`src/csmux_regs.svh`:
```
/*
 * Register offsets, field positions, reset values and masks of the clock
 * source selector block.
 * Assumes byte addresses on a 32-bit APB with one word per register.
 */
`ifndef CSMUX_REGS_SVH
`define CSMUX_REGS_SVH

// Register byte offsets
`define CSMUX_OFF_GATE_ENABLE_BANK1     12'h204
`define CSMUX_OFF_GATE_CLEAR_BANK1      12'h244
`define CSMUX_OFF_MAIN_SEL_FIRST        12'h280
`define CSMUX_OFF_MAIN_SEL_SECOND       12'h284
`define CSMUX_OFF_CLOCK_OUTPUT_PIN_SEL            12'h288
`define CSMUX_OFF_PLL_REF_SEL           12'h290
`define CSMUX_OFF_CONV_SEL              12'h2A4
`define CSMUX_OFF_SWITCH_STATUS         12'h300

// Field widths of the selector registers
`define CSMUX_MAIN_SEL_W                2
`define CSMUX_AUX_SEL_W                 3

// Reset values
`define CSMUX_RST_GATE_ENABLE_BANK1     32'h0000_0000
`define CSMUX_RST_MAIN_SEL              2'h0
`define CSMUX_RST_AUX_SEL               3'h7

// Gate-enable bits present in bank one
`define CSMUX_GATE1_IMPL_MASK           32'h0E4F_FC05

// Main selector codes
`define CSMUX_A_OSC_LOW                 2'h0
`define CSMUX_A_CLK_IN                  2'h1
`define CSMUX_A_WDT                     2'h2
`define CSMUX_A_OSC_HIGH                2'h3
`define CSMUX_B_FIRST                   2'h0
`define CSMUX_B_RESERVED                2'h1
`define CSMUX_B_PLL                     2'h2
`define CSMUX_B_RTC                     2'h3

// Code that stops an auxiliary selector output
`define CSMUX_AUX_NONE                  3'h7

// Status register field positions
`define CSMUX_STAT_A_ACTIVE_LSB         0
`define CSMUX_STAT_A_BUSY_BIT           2
`define CSMUX_STAT_B_ACTIVE_LSB         4
`define CSMUX_STAT_B_BUSY_BIT           6

// Source vector indices
`define CSMUX_SRC_OSC_LOW               0
`define CSMUX_SRC_CLK_IN                1
`define CSMUX_SRC_WDT                   2
`define CSMUX_SRC_OSC_HIGH              3
`define CSMUX_SRC_PLL                   4
`define CSMUX_SRC_RTC                   5
`define CSMUX_SRC_COUNT                 6

`endif

```
`src/csmux_pkg.sv`:
```
/*
 * Types of the clock source selector block: switch states and the packed
 * state record of the top module.
 * Assumes csmux_regs.svh is on the include path.
 */
`include "csmux_regs.svh"

package csmux_pkg;

    // Phases of a glitch-free switch
    typedef enum logic [1:0]
    {
        SW_RUN,
        SW_DRAIN,
        SW_WAIT
    } csmux_sw_state_t;

    // One glitch-free switcher
    typedef struct packed
    {
        logic [`CSMUX_MAIN_SEL_W-1:0] cur;
        csmux_sw_state_t              st;
        logic                         gate;
    } csmux_sw_t;

    // Whole state of the top module
    typedef struct packed
    {
        logic [31:0]                  gate1;
        logic [`CSMUX_MAIN_SEL_W-1:0] sel_a;
        logic [`CSMUX_MAIN_SEL_W-1:0] sel_b;
        logic [`CSMUX_AUX_SEL_W-1:0]  sel_clock_output_pin;
        logic [`CSMUX_AUX_SEL_W-1:0]  sel_pllref;
        logic [`CSMUX_AUX_SEL_W-1:0]  sel_conv;
        logic [31:0]                  prdata;
        csmux_sw_t                    sw_a;
        csmux_sw_t                    sw_b;
        logic                         out_a;
        logic                         out_main;
        logic                         out_clock_output_pin;
        logic                         out_pllref;
        logic                         out_conv;
    } csmux_state_t;

endpackage

```
`src/csmux_sync.sv`:
```
/*
 * Two-stage synchroniser for a vector of independent levels.
 * Assumes each bit is sampled on its own; no bit relation is kept.
 */
module csmux_sync #(
    parameter int WIDTH = 1
) (
    // Clock and reset
    input  wire logic             i_core_clk,
    input  wire logic             i_reset,
    // Levels
    input  wire logic [WIDTH-1:0] i_async,
    output logic      [WIDTH-1:0] o_sync
);

    logic [WIDTH-1:0] meta_q;
    logic [WIDTH-1:0] sync_q;

    // First stage feeds only the second
    always_ff @(posedge i_core_clk)
    begin
        if (i_reset)
        begin
            meta_q <= '0;
            sync_q <= '0;
        end
        else
        begin
            meta_q <= i_async;
            sync_q <= meta_q;
        end
    end

    assign o_sync = sync_q;

endmodule

```
`src/csmux_top.sv`:
```
/*
 * Clock source selectors: two-stage glitch-free main selector, clock-output,
 * PLL reference and converter selectors, and the bank-one gate register
 * with its write-one-to-clear companion, all behind an APB slave.
 * Assumes source clocks are far slower than i_core_clk and arrive as
 * levels that are synchronised here; outputs are oversampled clock levels.
 */
`include "csmux_regs.svh"

module csmux_top
    import csmux_pkg::*;
#(
    parameter int ADDR_W = 12
) (
    // Clock and reset
    input  wire logic                  i_core_clk,
    input  wire logic                  i_reset,
    // APB slave
    input  wire logic                  i_psel,
    input  wire logic                  i_penable,
    input  wire logic                  i_pwrite,
    input  wire logic [ADDR_W-1:0]     i_paddr,
    input  wire logic [31:0]           i_pwdata,
    output logic      [31:0]           o_prdata,
    output logic                       o_pready,
    output logic                       o_pslverr,
    // Source clocks, index order in csmux_regs.svh
    input  wire logic [`CSMUX_SRC_COUNT-1:0] i_src_clk,
    // Selected clocks
    output logic                       o_main_clk,
    output logic                       o_clock_output_pin,
    output logic                       o_pll_ref_clk,
    output logic                       o_converter_clk,
    // Peripheral clock enables
    output logic      [31:0]           o_gate_enable_bank1
);

    csmux_state_t                  s_q;
    csmux_state_t                  s_d;
    logic [`CSMUX_SRC_COUNT-1:0]   src;
    logic                          setup_phase;
    logic                          access_wr;
    logic                          addr_ok;
    logic [ADDR_W-1:0]             addr_setup;

    // Source clocks pass two flip-flops before any logic
    csmux_sync #(
        .WIDTH (`CSMUX_SRC_COUNT)
    ) u_sync (
        .i_core_clk (i_core_clk),
        .i_reset    (i_reset),
        .i_async    (i_src_clk),
        .o_sync     (src)
    );

    // Level of the first main selector for a code
    function automatic logic lvl_first(input logic [`CSMUX_MAIN_SEL_W-1:0] code,
                                       input logic [`CSMUX_SRC_COUNT-1:0] s);
        logic l;
        l = 1'b0;
        case (code)
            `CSMUX_A_OSC_LOW:  l = s[`CSMUX_SRC_OSC_LOW];
            `CSMUX_A_CLK_IN:   l = s[`CSMUX_SRC_CLK_IN];
            `CSMUX_A_WDT:      l = s[`CSMUX_SRC_WDT];
            default:           l = s[`CSMUX_SRC_OSC_HIGH];
        endcase
        return l;
    endfunction

    // Level of the second main selector for a code
    function automatic logic lvl_second(input logic [`CSMUX_MAIN_SEL_W-1:0] code,
                                        input logic [`CSMUX_SRC_COUNT-1:0] s,
                                        input logic first);
        logic l;
        l = 1'b0;
        case (code)
            `CSMUX_B_FIRST:    l = first;
            `CSMUX_B_PLL:      l = s[`CSMUX_SRC_PLL];
            `CSMUX_B_RTC:      l = s[`CSMUX_SRC_RTC];
            default:           l = 1'b0;
        endcase
        return l;
    endfunction

    // One step of a glitch-free switch: drain old clock low, then new
    function automatic csmux_sw_t sw_step(input csmux_sw_t sw,
                                          input logic [`CSMUX_MAIN_SEL_W-1:0] req,
                                          input logic lvl_old,
                                          input logic lvl_new);
        csmux_sw_t n;
        n = sw;
        case (sw.st)
            SW_RUN:
            begin
                if (req != sw.cur)
                    n.st = SW_DRAIN;
            end
            SW_DRAIN:
            begin
                // Gate off only while the old clock sits low
                if (!lvl_old)
                begin
                    n.gate = 1'b0;
                    n.cur  = req;
                    n.st   = SW_WAIT;
                end
            end
            SW_WAIT:
            begin
                // Gate on only while the new clock sits low
                if (!lvl_new)
                begin
                    n.gate = 1'b1;
                    n.st   = SW_RUN;
                end
            end
            default:
            begin
                n.st = SW_RUN;
            end
        endcase
        return n;
    endfunction

    // APB decode
    assign setup_phase = i_psel && !i_penable;
    assign access_wr   = i_psel && i_penable && i_pwrite;
    assign addr_setup  = i_paddr;

    // Mapped addresses
    always_comb
    begin
        addr_ok = 1'b1;
        if (i_paddr == ADDR_W'(`CSMUX_OFF_GATE_ENABLE_BANK1))
            addr_ok = 1'b1;
        else if (i_paddr == ADDR_W'(`CSMUX_OFF_GATE_CLEAR_BANK1))
            addr_ok = 1'b1;
        else if (i_paddr == ADDR_W'(`CSMUX_OFF_MAIN_SEL_FIRST))
            addr_ok = 1'b1;
        else if (i_paddr == ADDR_W'(`CSMUX_OFF_MAIN_SEL_SECOND))
            addr_ok = 1'b1;
        else if (i_paddr == ADDR_W'(`CSMUX_OFF_CLOCK_OUTPUT_PIN_SEL))
            addr_ok = 1'b1;
        else if (i_paddr == ADDR_W'(`CSMUX_OFF_PLL_REF_SEL))
            addr_ok = 1'b1;
        else if (i_paddr == ADDR_W'(`CSMUX_OFF_CONV_SEL))
            addr_ok = 1'b1;
        else if (i_paddr == ADDR_W'(`CSMUX_OFF_SWITCH_STATUS))
            addr_ok = 1'b1;
        else
            addr_ok = 1'b0;
    end

    // Next state
    always_comb
    begin
        logic lvl_a_old;
        logic lvl_a_new;
        logic lvl_b_old;
        logic lvl_b_new;
        lvl_a_old = 1'b0;
        lvl_a_new = 1'b0;
        lvl_b_old = 1'b0;
        lvl_b_new = 1'b0;
        s_d = s_q;

        // Register writes, taken in the access phase
        if (access_wr)
        begin
            if (i_paddr == ADDR_W'(`CSMUX_OFF_GATE_ENABLE_BANK1))
                s_d.gate1 = i_pwdata & `CSMUX_GATE1_IMPL_MASK;
            else if (i_paddr == ADDR_W'(`CSMUX_OFF_GATE_CLEAR_BANK1))
                s_d.gate1 = s_q.gate1 & ~(i_pwdata & `CSMUX_GATE1_IMPL_MASK);
            else if (i_paddr == ADDR_W'(`CSMUX_OFF_MAIN_SEL_FIRST))
                s_d.sel_a = i_pwdata[`CSMUX_MAIN_SEL_W-1:0];
            else if (i_paddr == ADDR_W'(`CSMUX_OFF_MAIN_SEL_SECOND))
                s_d.sel_b = i_pwdata[`CSMUX_MAIN_SEL_W-1:0];
            else if (i_paddr == ADDR_W'(`CSMUX_OFF_CLOCK_OUTPUT_PIN_SEL))
                s_d.sel_clock_output_pin = i_pwdata[`CSMUX_AUX_SEL_W-1:0];
            else if (i_paddr == ADDR_W'(`CSMUX_OFF_PLL_REF_SEL))
                s_d.sel_pllref = i_pwdata[`CSMUX_AUX_SEL_W-1:0];
            else if (i_paddr == ADDR_W'(`CSMUX_OFF_CONV_SEL))
                s_d.sel_conv = i_pwdata[`CSMUX_AUX_SEL_W-1:0];
        end

        // Read data captured in the setup phase
        if (setup_phase)
        begin
            s_d.prdata = 32'h0000_0000;
            if (addr_setup == ADDR_W'(`CSMUX_OFF_GATE_ENABLE_BANK1))
                s_d.prdata = s_q.gate1;
            else if (addr_setup == ADDR_W'(`CSMUX_OFF_MAIN_SEL_FIRST))
                s_d.prdata = {30'h0000_0000, s_q.sel_a};
            else if (addr_setup == ADDR_W'(`CSMUX_OFF_MAIN_SEL_SECOND))
                s_d.prdata = {30'h0000_0000, s_q.sel_b};
            else if (addr_setup == ADDR_W'(`CSMUX_OFF_CLOCK_OUTPUT_PIN_SEL))
                s_d.prdata = {29'h0000_0000, s_q.sel_clock_output_pin};
            else if (addr_setup == ADDR_W'(`CSMUX_OFF_PLL_REF_SEL))
                s_d.prdata = {29'h0000_0000, s_q.sel_pllref};
            else if (addr_setup == ADDR_W'(`CSMUX_OFF_CONV_SEL))
                s_d.prdata = {29'h0000_0000, s_q.sel_conv};
            else if (addr_setup == ADDR_W'(`CSMUX_OFF_SWITCH_STATUS))
            begin
                s_d.prdata[`CSMUX_STAT_A_ACTIVE_LSB +: `CSMUX_MAIN_SEL_W] = s_q.sw_a.cur;
                s_d.prdata[`CSMUX_STAT_A_BUSY_BIT] = (s_q.sw_a.st != SW_RUN);
                s_d.prdata[`CSMUX_STAT_B_ACTIVE_LSB +: `CSMUX_MAIN_SEL_W] = s_q.sw_b.cur;
                s_d.prdata[`CSMUX_STAT_B_BUSY_BIT] = (s_q.sw_b.st != SW_RUN);
            end
        end

        // Glitch-free main switchers
        lvl_a_old = lvl_first(s_q.sw_a.cur, src);
        lvl_a_new = lvl_first(s_q.sw_a.cur, src);       // In WAIT cur already holds the new code
        s_d.sw_a  = sw_step(s_q.sw_a, s_q.sel_a, lvl_a_old, lvl_a_new);
        lvl_b_old = lvl_second(s_q.sw_b.cur, src, s_q.out_a);
        lvl_b_new = lvl_second(s_q.sw_b.cur, src, s_q.out_a);
        s_d.sw_b  = sw_step(s_q.sw_b, s_q.sel_b, lvl_b_old, lvl_b_new);

        // Gated main outputs
        s_d.out_a    = s_d.sw_a.gate && lvl_first(s_d.sw_a.cur, src);
        s_d.out_main = s_d.sw_b.gate && lvl_second(s_d.sw_b.cur, src, s_q.out_a);

        // Clock-output pin selector
        case (s_q.sel_clock_output_pin)
            3'h0:    s_d.out_clock_output_pin = s_q.out_main;
            3'h1:    s_d.out_clock_output_pin = src[`CSMUX_SRC_CLK_IN];
            3'h2:    s_d.out_clock_output_pin = src[`CSMUX_SRC_WDT];
            3'h3:    s_d.out_clock_output_pin = src[`CSMUX_SRC_OSC_HIGH];
            3'h4:    s_d.out_clock_output_pin = src[`CSMUX_SRC_PLL];
            3'h5:    s_d.out_clock_output_pin = src[`CSMUX_SRC_OSC_LOW];
            3'h6:    s_d.out_clock_output_pin = src[`CSMUX_SRC_RTC];
            default: s_d.out_clock_output_pin = 1'b0;
        endcase

        // PLL reference selector
        case (s_q.sel_pllref)
            3'h0:    s_d.out_pllref = src[`CSMUX_SRC_OSC_LOW];
            3'h1:    s_d.out_pllref = src[`CSMUX_SRC_CLK_IN];
            3'h3:    s_d.out_pllref = src[`CSMUX_SRC_RTC];
            default: s_d.out_pllref = 1'b0;
        endcase

        // Converter clock selector
        case (s_q.sel_conv)
            3'h0:    s_d.out_conv = s_q.out_main;
            3'h1:    s_d.out_conv = src[`CSMUX_SRC_PLL];
            3'h2:    s_d.out_conv = src[`CSMUX_SRC_OSC_HIGH];
            default: s_d.out_conv = 1'b0;
        endcase
    end

    // State register
    always_ff @(posedge i_core_clk)
    begin
        if (i_reset)
        begin
            s_q            <= '0;
            s_q.gate1      <= `CSMUX_RST_GATE_ENABLE_BANK1;
            s_q.sel_a      <= `CSMUX_RST_MAIN_SEL;
            s_q.sel_b      <= `CSMUX_RST_MAIN_SEL;
            s_q.sel_clock_output_pin <= `CSMUX_RST_AUX_SEL;
            s_q.sel_pllref <= `CSMUX_RST_AUX_SEL;
            s_q.sel_conv   <= `CSMUX_RST_AUX_SEL;
            s_q.sw_a.cur   <= `CSMUX_RST_MAIN_SEL;
            s_q.sw_a.st    <= SW_RUN;
            s_q.sw_a.gate  <= 1'b1;
            s_q.sw_b.cur   <= `CSMUX_RST_MAIN_SEL;
            s_q.sw_b.st    <= SW_RUN;
            s_q.sw_b.gate  <= 1'b1;
        end
        else
        begin
            s_q <= s_d;
        end
    end

    // Outputs
    assign o_prdata            = s_q.prdata;
    assign o_pready            = 1'b1;
    assign o_pslverr           = i_psel && i_penable && !addr_ok;
    assign o_main_clk          = s_q.out_main;
    assign o_clock_output_pin  = s_q.out_clock_output_pin;
    assign o_pll_ref_clk       = s_q.out_pllref;
    assign o_converter_clk     = s_q.out_conv;
    assign o_gate_enable_bank1 = s_q.gate1;

    logic wr_clr;
    logic rd_clr;
    assign wr_clr = access_wr && (i_paddr == ADDR_W'(`CSMUX_OFF_GATE_CLEAR_BANK1));
    assign rd_clr = i_psel && i_penable && !i_pwrite
                    && (i_paddr == ADDR_W'(`CSMUX_OFF_GATE_CLEAR_BANK1));
endmodule

```
`config.mk`:
```
export PLATFORM = sky130hd
export DESIGN_NAME = csmux_top
export DESIGN_NICKNAME = d
export VERILOG_FILES = /design/src/csmux_pkg.sv /design/src/csmux_sync.sv /design/src/csmux_top.sv
export VERILOG_INCLUDE_DIRS = /design/src
export SDC_FILE = /design/constraint.sdc
export NUM_CORES = 1
export LEC_CHECK = 0
export BUFFER_PORTS_ARGS = -buffer_cell sky130_fd_sc_hd__buf_2
export CAP_MARGIN = 10
export CORE_ASPECT_RATIO = 0.75
export CORE_MARGIN = 2
export CORE_UTILIZATION = 39
export DETAILED_ROUTE_END_ITERATION = 8
export PLACE_DENSITY = 0.65
export SYNTH_ARGS = -nofsm -noshare
export SYNTH_HDL_FRONTEND = slang
export SYNTH_HIERARCHICAL = 1
export SYNTH_SLANG_ARGS = --single-unit
```
`constraint.sdc`:
```
create_clock -name i_core_clk -period 2.3 [get_ports i_core_clk]
set_input_delay 0.345 -clock i_core_clk [delete_from_list [all_inputs] [get_ports i_core_clk]]
set_output_delay 0.345 -clock i_core_clk [all_outputs]
set_load 0.01 [all_outputs]
```
==> Yosys cells after proc, flatten, opt, wreduce, memory -nomap -nowiden <==
Cells that the tools add are included.
{ "classes": {"reduce_logical": 28, "n_eq_ne": 38, "bitwise": 8, "muxes": 38} }
{ "op_table": {"columns": ["operator", "n"], "rows": [
  ["$eq 12x10->1 const B", 8],
  ["$mux 32", 3],
  ["$and 32x32->32", 1],
  ["$not 28->32", 1],
  ["$mux 7", 4],
  ["$mux 3", 6],
  ["$pmux 1 s3", 6],
  ["$eq 2x2->1 const B", 8],
  ["$eq 3x2->1 const B", 4],
  ["$logic_not 2->1", 6],
  ["$ne 2x2->1 const B", 6],
  ["$pmux 2 s3", 2],
  ["$mux 5", 2],
  ["$eq 3x1->1 const B", 3],
  ["$eq 3x3->1 const B", 3],
  ["$logic_not 3->1", 3],
  ["$eq 2x1->1 const B", 4],
  ["$mux 1", 8],
  ["$mux 2", 4],
  ["$reduce_and 8->1", 1],
  ["$pmux 1 s7", 1],
  ["$reduce_and 7->1", 1],
  ["$logic_and 1x1->1", 6],
  ["$not 1->1", 6],
  ["other kinds (9)", 15]
]} }
{ "word_totals": {"input_bits": 55, "wordCells": 132, "ff_bits": 104, "output_inout_bits": 70} }

==> Depth between registers and ports, before layout <==
Gate-level depths: netlist of the first run.
{ "logic_depth": {"depth_word": 11, "mapped_depth": 8} }

==> Modules after synthesis <==
Netlist of the first run, hierarchy kept.
{ "modules_own_cells": {"columns": ["module", "seq_area_each_um2", "area_per_inst_um2", "cells_each", "instances"], "rows": [
  ["csmux_top", 1281.2, 3854.9, 475, 1],
  ["csmux_sync", 240.2, 366.6, 25, 1]
]} }

==> Worst setup path before layout of the first run <==
No wires, ideal clock.
{ "synth_path": {"path_kind": "in2out", "startpoint": "input port i_paddr[8]", "endpoint": "output port o_pslverr", "arrival_time_ns": 1.656, "path_slack_ns": 0.299, "path_stages": 5, "required_time_ns": 1.955, "cell_sequence": "or4b_1 > buf_6 > nor4_4 > nand2b_1 > nor3b_1"} }
{ "synth_between": {"elab_chain_cells": 11, "elab_cells_between_ends": 18, "cone_classes": "eq/ne (8); mux (8); reduce/logical (2)"} }
{ "synth_lines": {"columns": ["element", "line", "rtl"], "rows": [
  ["from (decl)", "csmux_top.sv:22", "input wire logic [ADDR_W-1:0] i_paddr,"],
  ["$eq 12x10->1", "csmux_top.sv:148", "else if (i_paddr == ADDR_W'(`CSMUX_OFF_SWITCH_STATUS))"],
  ["$mux 1", "csmux_top.sv:148", null],
  ["$mux 1", "csmux_top.sv:146", "else if (i_paddr == ADDR_W'(`CSMUX_OFF_CONV_SEL))"],
  ["$mux 1", "csmux_top.sv:144", "else if (i_paddr == ADDR_W'(`CSMUX_OFF_PLL_REF_SEL))"],
  ["$mux 1", "csmux_top.sv:142", "else if (i_paddr == ADDR_W'(`CSMUX_OFF_CLOCK_OUTPUT_PIN_SEL))"],
  ["$mux 1", "csmux_top.sv:140", "else if (i_paddr == ADDR_W'(`CSMUX_OFF_MAIN_SEL_SECOND))"],
  ["$mux 1", "csmux_top.sv:138", "else if (i_paddr == ADDR_W'(`CSMUX_OFF_MAIN_SEL_FIRST))"],
  ["$mux 1", "csmux_top.sv:136", "else if (i_paddr == ADDR_W'(`CSMUX_OFF_GATE_CLEAR_BANK1))"],
  ["$mux 1 *", "csmux_top.sv:134", "if (i_paddr == ADDR_W'(`CSMUX_OFF_GATE_ENABLE_BANK1))"],
  ["$logic_not 1->1 *", "csmux_top.sv:280", "assign o_pslverr = i_psel && i_penable && !addr_ok;"],
  ["$logic_and 1x1->1 *", "csmux_top.sv:280", null],
  ["to (decl)", "csmux_top.sv:26", "output logic o_pslverr,"]
]} }
Every way passes the cells marked *; elsewhere a longest branch is shown, timed or not.

==> Worst setup path after layout of the first run <==
{ "layout_path": {"startpoint": "register s_q[7] (netlist name)", "endpoint": "register s_q (netlist bit o_main_clk)"} }
{ "layout_between": {"elab_chain_cells": 5, "elab_cells_between_ends": 9, "cone_classes": "eq/ne (4); mux (3); reduce/logical (2)"} }
{ "layout_lines": {"columns": ["element", "line", "rtl"], "rows": [
  ["from (decl)", "csmux_top.sv:38", "csmux_state_t s_q;"],
  ["$eq 2x1->1", "csmux_top.sv:92", "case (sw.st)"],
  ["$mux 2", "csmux_top.sv:92", null],
  ["$eq 2x2->1 / $logic_not 2->1 (equally long branches)", "csmux_top.sv:76", "case (code)"],
  ["$pmux 1 s3", "csmux_top.sv:76", null],
  ["$logic_and 1x1->1 *", "csmux_top.sv:221", "s_d.out_main = s_d.sw_b.gate && lvl_second(s_d.sw_b.cur, src, s_q.out_a);"]
]} }
Marks and branches as above.
A chain may end at the register's enable or synchronous reset.

==> impl_metrics.json, run 1 <==
{
  "cp-startpoint": "s_q[7]",
  "syn_inst": 500,
  "dr.pass1.iters": 4,
  "slew_headroom_pct": 61.9,
  "path_cells": "inv_1 > ha_1 > inv_1 > o21ai_0 > and3_1 > or3b_2 > a2111oi_1",
  "synth-seq-cells": 76,
  "power_density_nw_per_um2": 655,
  "internal-power_w": 0.00224,
  "yosysTopAreaCell": "dfxtp_1",
  "overflow": 0,
  "wl_per_cell_um": 14.6,
  "rsz0062_at_grt": "no",
  "clockBufferDepth": 2,
  "netSwitchingFraction_pct": 27.4,
  "multi_input_area_sq_um": 2150,
  "min-delay-start": "i_src_clk[0]",
  "required_ns": 2.51,
  "tightestPinTransition_ns": 0.564,
  "min_period_over_period_pct": 95.2,
  "core_sq_um": 10400,
  "max-vdd-ir-drop_v": 0.000355,
  "clk_pin_slew_ns": 0.06,
  "hold_violations": 0,
  "vias": 3521,
  "leakage_nw": 1.96,
  "critical_path_arrival_ns": 2.40,
  "area_growth_pct": 11.4,
  "grt_pass1_wl_mm": 15.7,
  "drt_iter0_drc": 272,
  "chipWidth_um": 124,
  "dpl.cell_count": 671,
  "dp.final_hpwl_mm": 7.62,
  "start_util_pct": 40.6,
  "wl_met1_mm": 4.73,
  "die_y_um": 94.1,
  "wl_met3_um": 741,
  "clock_skew_ns": 0.00711,
  "synth_edf_count": 0,
  "worstReg2RegStart": "s_q[7]",
  "ys.flop_type": "dfxtp_1",
  "portBuffers": 80,
  "synthTopCellsByArea": "dfxtp_1 (36%), buf_4 (12%), nand2_1 (4.9%)",
  "slowest_stage": "or3b_2",
  "min_period_ns": 2.19,
  "wl_met2_mm": 4.38,
  "combPwrFrac_pct": 11.7,
  "root_buffer": "clkbuf_16",
  "drv_slew": 0,
  "highest_layer": "met4",
  "syn_area_sq_um": 4220,
  "drc": 0,
  "async_flop_share_pct": 0,
  "clkPwrFrac_pct": 43.5,
  "start_kind": "flop",
  "grt_max_degree": 30,
  "numCtsBuffers": 9,
  "status": "finished clean",
  "synth_seq_area_share_pct": 36.0,
  "ys_types": 64,
  "antenna_found_initial": 0,
  "cts_htree_levels": 3,
  "path_max_fanout": 6,
  "nFillCells": 1050,
  "cts_tree": "yes",
  "cpMostUsedCell": "inv_1",
  "cpPeakStageDelay_ns": 0.45,
  "grt_pass1_vias": 3290,
  "post_cts_buffers": 0,
  "maxCapViolCount": 0,
  "switching_power_w": 0.000844,
  "instances_no_fill": 687,
  "wl_mm": 10.0,
  "track_usage_pct": 17.3,
  "p_seq_share_pct": 44.7,
  "nNetsFinal": 609,
  "routed_via_density": 5.13,
  "synth_top_area_share_pct": 36.0,
  "critical_path_class": "reg -> reg",
  "cp-end-kind": "flop",
  "antenna_left": 0,
  "place_congestion": 0.887,
  "io_pins": 125,
  "n_antenna_cell": 0,
  "clkSinkCount": 76,
  "regArea_sq_um": 1520,
  "hp-class": "in -> reg",
  "rows": 32,
  "clock.fmax_mhz": 457,
  "setup_violations": 0,
  "dieArea_sq_um": 11700,
  "ys.warnings.count": 6,
  "postSynthAreaPerCell_sq_um": 8.44,
  "drive_gt1_share_pct": 27.9,
  "clock_latency_ns": 0.34,
  "finalPower_w": 0.00308
}
[metrics by stage]
step	hold slack, ns	setup TNS [ns]	util, %	cell area (sq um)	worst slack (ns)
global route	0.206	0	45.2	4700	0.00962
global placement	0.425	-0.0102	42.4	4410	-0.0102
detailed placement	0.426	-0.0264	42.4	4410	-0.0264
finish	0.219	0	45.2	4700	0.111
floorplan	0.415	0	-	4320	0.299
CTS	0.207	0	45.1	4700	0.00675
[layout make-up]
cell class                      instances  share of cell area, %
Sequential cell                        76                   32.3
Multi-Input combinational cell        348                   45.6
Inverter                               14                   1.12
Tap cell                              136                   3.62
Clock inverter                          7                   1.28
Timing Repair Buffer                   97                   11.2
Clock buffer                            9                   4.79
[cells in the final DEF, fill, tap and decap left out, drive strengths merged, types with 2 or more instances in the layout]
cell / netlist / final
a2111oi: 2 / 2
a211oi: 2 / 2
a21oi: 35 / 35
a31oi: 7 / 7
and2: 3 / 3
and2b: 2 / 2
and3: 4 / 4
and4: 2 / 2
buf: 73 / 97
clkbuf: 16 / 9
clkinvlp: 0 / 3
conb: 2 / 29
dfxtp: 76 / 76
ha: 8 / 8
inv: 14 / 17
mux2: 14 / 14
mux2i: 13 / 13
mux4: 3 / 3
nand2: 55 / 55
nand2b: 6 / 6
nand3: 31 / 31
nand3b: 2 / 2
nand4b: 2 / 2
nor2: 44 / 44
nor2b: 13 / 13
nor3: 15 / 15
nor3b: 5 / 5
nor4: 5 / 5
nor4b: 2 / 2
o21ai: 12 / 12
o22ai: 2 / 2
or2: 4 / 4
or3b: 4 / 4
or4b: 3 / 3
xnor2: 2 / 2
xor2: 2 / 2
[power by group through the flow]
stage	clock, W	sequential, W	combinational, W
2_1_floorplan	0	0.00140	0.000288
3_3_place_gp	0	0.00141	0.000344
3_5_place_dp	0	0.00141	0.000355
4_1_cts	0.00137	0.00138	0.000357
5_1_grt	0.00142	0.00138	0.000402
6_report	0.00134	0.00138	0.000361
[synthesized netlist by cell type (all sizes together), types with 4 or more instances]
| cell | number |
|---|---|
| nand3 | 31 |
| nor3b | 5 |
| nor2b | 13 |
| dfxtp | 76 |
| nor2 | 44 |
| mux2 | 14 |
| buf | 73 |
| inv | 14 |
| mux2i | 13 |
| o21ai | 12 |
| a21oi | 35 |
| nor4 | 5 |
| clkbuf | 16 |
| nand2b | 6 |
| a31oi | 7 |
| or2 | 4 |
| nor3 | 15 |
| or3b | 4 |
| ha | 8 |
| and3 | 4 |
| nand2 | 55 |
[registers in the layout, summed over array words and instances, names as in the netlist, 6 cells and up]
name	cells
o_prdata	20
o_gate_enable_bank1	16
u_sync/o_sync	6
s_q	24
u_sync/meta_q	6
[final timing paths]
check	end	slack, ns	cells after the start
setup reg to reg	o_main_clk	0.11	7
hold / removal	u_sync/meta_q[0]	0.22	2
hold reg to reg	u_sync/o_sync[1]	0.44	1
setup / recovery	o_main_clk	0.11	7
[layer usage]
metal	vias up	track usage, %
li1	1716	-
met1	1661	23.9
met2	126	26.2
met3	18	4.13
met4	0	6.09
met5	-	0
[critical path, delay by kind of cell, from the launching register on]
family	cells	cell delay, ns
buffers and inverters	2	0.17
and+or+nand+nor	2	0.68
DFF	1	0.39
AOI/OAI and AO/OA	2	0.56
adders and majority gates	1	0.25
[timing repair]
| action | in CTS | in global routing |
|---|---|---|
| setup endpoints to repair | 0 | 2 |
| hold buffers | 0 | 0 |
| gates resized for setup | 0 | 2 |
[cells by family (layout without fill, tap and decap cells)]
group / after synthesis / count (layout) / synth area share (%)
flops: 76 / 76 / 36.0
fa+ha+maj: 8 / 8 / 2.37
buf+inv: 103 / 127 / 15.7
xor+xnor: 4 / 4 / 0.830
compound gates: 74 / 74 / 10.6
mux: 30 / 30 / 8.42
other cells: 2 / 29 / 0.178
simple gates: 203 / 203 / 25.8
No activity file was read; power rests on OpenSTA's default activity.
==> run 2, diff against run 1 <==
--- a/config.mk
+++ b/config.mk
@@ -13,6 +13,8 @@
 export CORE_UTILIZATION = 39
 export DETAILED_ROUTE_END_ITERATION = 8
 export PLACE_DENSITY = 0.65
+export RECOVER_POWER = 50
+export SLEW_MARGIN = 40
 export SYNTH_ARGS = -nofsm -noshare
 export SYNTH_HDL_FRONTEND = slang
 export SYNTH_HIERARCHICAL = 1
==> impl_metrics.json, run 2 (same netlist as run 1, synthesis figures left out) <==
{
  "rsz0062_at_grt": "no",
  "dieArea_sq_um": 11700,
  "antenna_left": 0,
  "drt_iter0_drc": 230,
  "core_sq_um": 10400,
  "tightestPinTransition_ns": 1.03,
  "root_buffer": "clkbuf_16",
  "dp.final_hpwl_mm": 7.62,
  "dr.pass1.iters": 5,
  "critical_path_arrival_ns": 2.38,
  "slew_headroom_pct": 31.4,
  "switching_power_w": 0.000841,
  "multi_input_area_sq_um": 2140,
  "min_period_ns": 2.17,
  "grt_max_degree": 30,
  "n_antenna_cell": 0,
  "worstReg2RegStart": "s_q[7]",
  "final_cell_mix": "dfxtp_1 (76), nand2_1 (55), nor2_1 (44)",
  "whs_endpoint": "u_sync/meta_q[0]",
  "vias": 3522,
  "chipWidth_um": 124,
  "highest_layer": "met4",
  "min_period_over_period_pct": 94.5,
  "r2r_cells": 7,
  "r2r_slack_ns": 0.13,
  "required_ns": 2.51,
  "hp-class": "in -> reg",
  "numCtsBuffers": 9,
  "reg2reg_to": "o_main_clk",
  "clkSinkCount": 76,
  "wl_met3_um": 726,
  "portBuffers": 80,
  "path_max_fanout": 6,
  "place_congestion": 0.887,
  "cts_tree": "yes",
  "wl_met2_mm": 4.37,
  "routed_via_density": 5.13,
  "die_y_um": 94.1,
  "post_cts_buffers": 0,
  "layout_setup_ws_ns": 0.126,
  "nNetsFinal": 609,
  "cts_htree_levels": 3,
  "rows": 32,
  "hold_depth": 2,
  "critical_path_class": "reg -> reg",
  "clkPwrFrac_pct": 43.5,
  "regArea_sq_um": 1520,
  "antenna_found_initial": 0,
  "fin_util_pct": 44.6,
  "drc": 0,
  "clock_latency_ns": 0.33,
  "wl_per_cell_um": 14.6,
  "hold_violations": 0,
  "pre_cts_slack_ns": -0.0264,
  "drv_slew": 0,
  "layout_commonest_cell": "dfxtp_1",
  "setup_violations": 0,
  "wl_mm": 10.0,
  "grt_pass1_wl_mm": 15.7,
  "status": "finished clean",
  "p_seq_share_pct": 44.8,
  "wl_met1_mm": 4.77,
  "internal-power_w": 0.00224,
  "clk_pin_slew_ns": 0.06,
  "drive_gt1_share_pct": 20.1,
  "clock.fmax_mhz": 460,
  "start_kind": "flop",
  "largest_register_ffs": 24,
  "final_cell_area_sq_um": 4640,
  "track_usage_pct": 17.3,
  "min-delay-start": "i_src_clk[0]",
  "overflow": 0,
  "clockBufferDepth": 2,
  "combPwrFrac_pct": 11.6,
  "nFillCells": 1070,
  "grt_pass1_vias": 3290,
  "start_util_pct": 40.6,
  "postPlaceCellArea_sq_um": 4410,
  "cp-end-kind": "flop",
  "clock_skew_ns": 0.00656,
  "area_growth_pct": 9.99,
  "io_pins": 125,
  "power_density_nw_per_um2": 663,
  "maxCapViolCount": 0,
  "max-vdd-ir-drop_v": 0.000350,
  "regMostFlops": "s_q",
  "netSwitchingFraction_pct": 27.3,
  "leakage_nw": 1.78
}
-- run 2: changes by cell type in the layout (fill, tap and decap cells not counted), sizes merged --
cell / change
buf: -42
clkbuf: +42
-- run 2: layout make-up --
cell class | instances | share of cell area [%]
Multi-Input combinational cell | 348 | 46.1
Sequential cell | 76 | 32.8
Timing Repair Buffer | 97 | 10.2
Clock buffer | 9 | 4.85
Tap cell | 136 | 3.66
Clock inverter | 7 | 1.29
Inverter | 14 | 1.13
-- run 2: layer usage --
metal | track usage [%] | vias to the layer above
met1 | 23.9 | 1647
met2 | 26.2 | 142
met4 | 6.09 | 0
met5 | 0 | -
li1 | - | 1715
met3 | 4.13 | 18
-- run 2: power by group through the flow --
stage | Sequential [W] | Clock (W) | Combinational, W
after global placement | 0.00141 | 0 | 0.000344
after detailed placement | 0.00141 | 0 | 0.000355
after CTS | 0.00138 | 0.00137 | 0.000357
final | 0.00138 | 0.00134 | 0.000358
after global routing | 0.00138 | 0.00142 | 0.000400
after floorplan | 0.00140 | 0 | 0.000288
-- run 2: worst max path at each step --
| stage | from | endpoint | slack, ns | cells after the start |
|---|---|---|---|---|
| 5_1_grt | s_q[7] | o_main_clk | 0.007 | 7 |
| 6_report | s_q[7] | o_main_clk | 0.13 | 7 |
| 3_5_place_dp | i_paddr[8] | o_prdata[2] | -0.03 | 6 |
| 3_3_place_gp | i_paddr[8] | o_prdata[2] | -0.01 | 6 |
| 4_1_cts | i_paddr[8] | o_pslverr | 0.007 | 6 |
| 2_1_floorplan | i_paddr[8] | o_pslverr | 0.30 | 5 |
-- run 2: stage by stage --
step | instances | total power, W | hold slack (ns) | setup TNS (ns)
detailed placement | 671 | 0.00176 | 0.426 | -0.0264
global route | 687 | 0.00320 | 0.206 | 0
CTS | 687 | 0.00310 | 0.207 | 0
global placement | 671 | 0.00175 | 0.425 | -0.0102
finish | 687 | 0.00308 | 0.220 | 0
floorplan | 527 | 0.00169 | 0.415 | 0
-- run 2: what timing repair did --
| item | 4_1_cts | 5_1_grt |
|---|---|---|
| gates resized for setup | 0 | 2 |
| setup endpoints to repair | 0 | 2 |
| hold buffers | 0 | 0 |
-- run 2: critical path, cell delays in order, from the launching register on --
cell,delay [ns]
dfxtp_1,0.39
inv_1,0.08
ha_1,0.25
inv_1,0.09
o21ai_0,0.12
and3_1,0.23
or3b_2,0.45
a2111oi_1,0.44
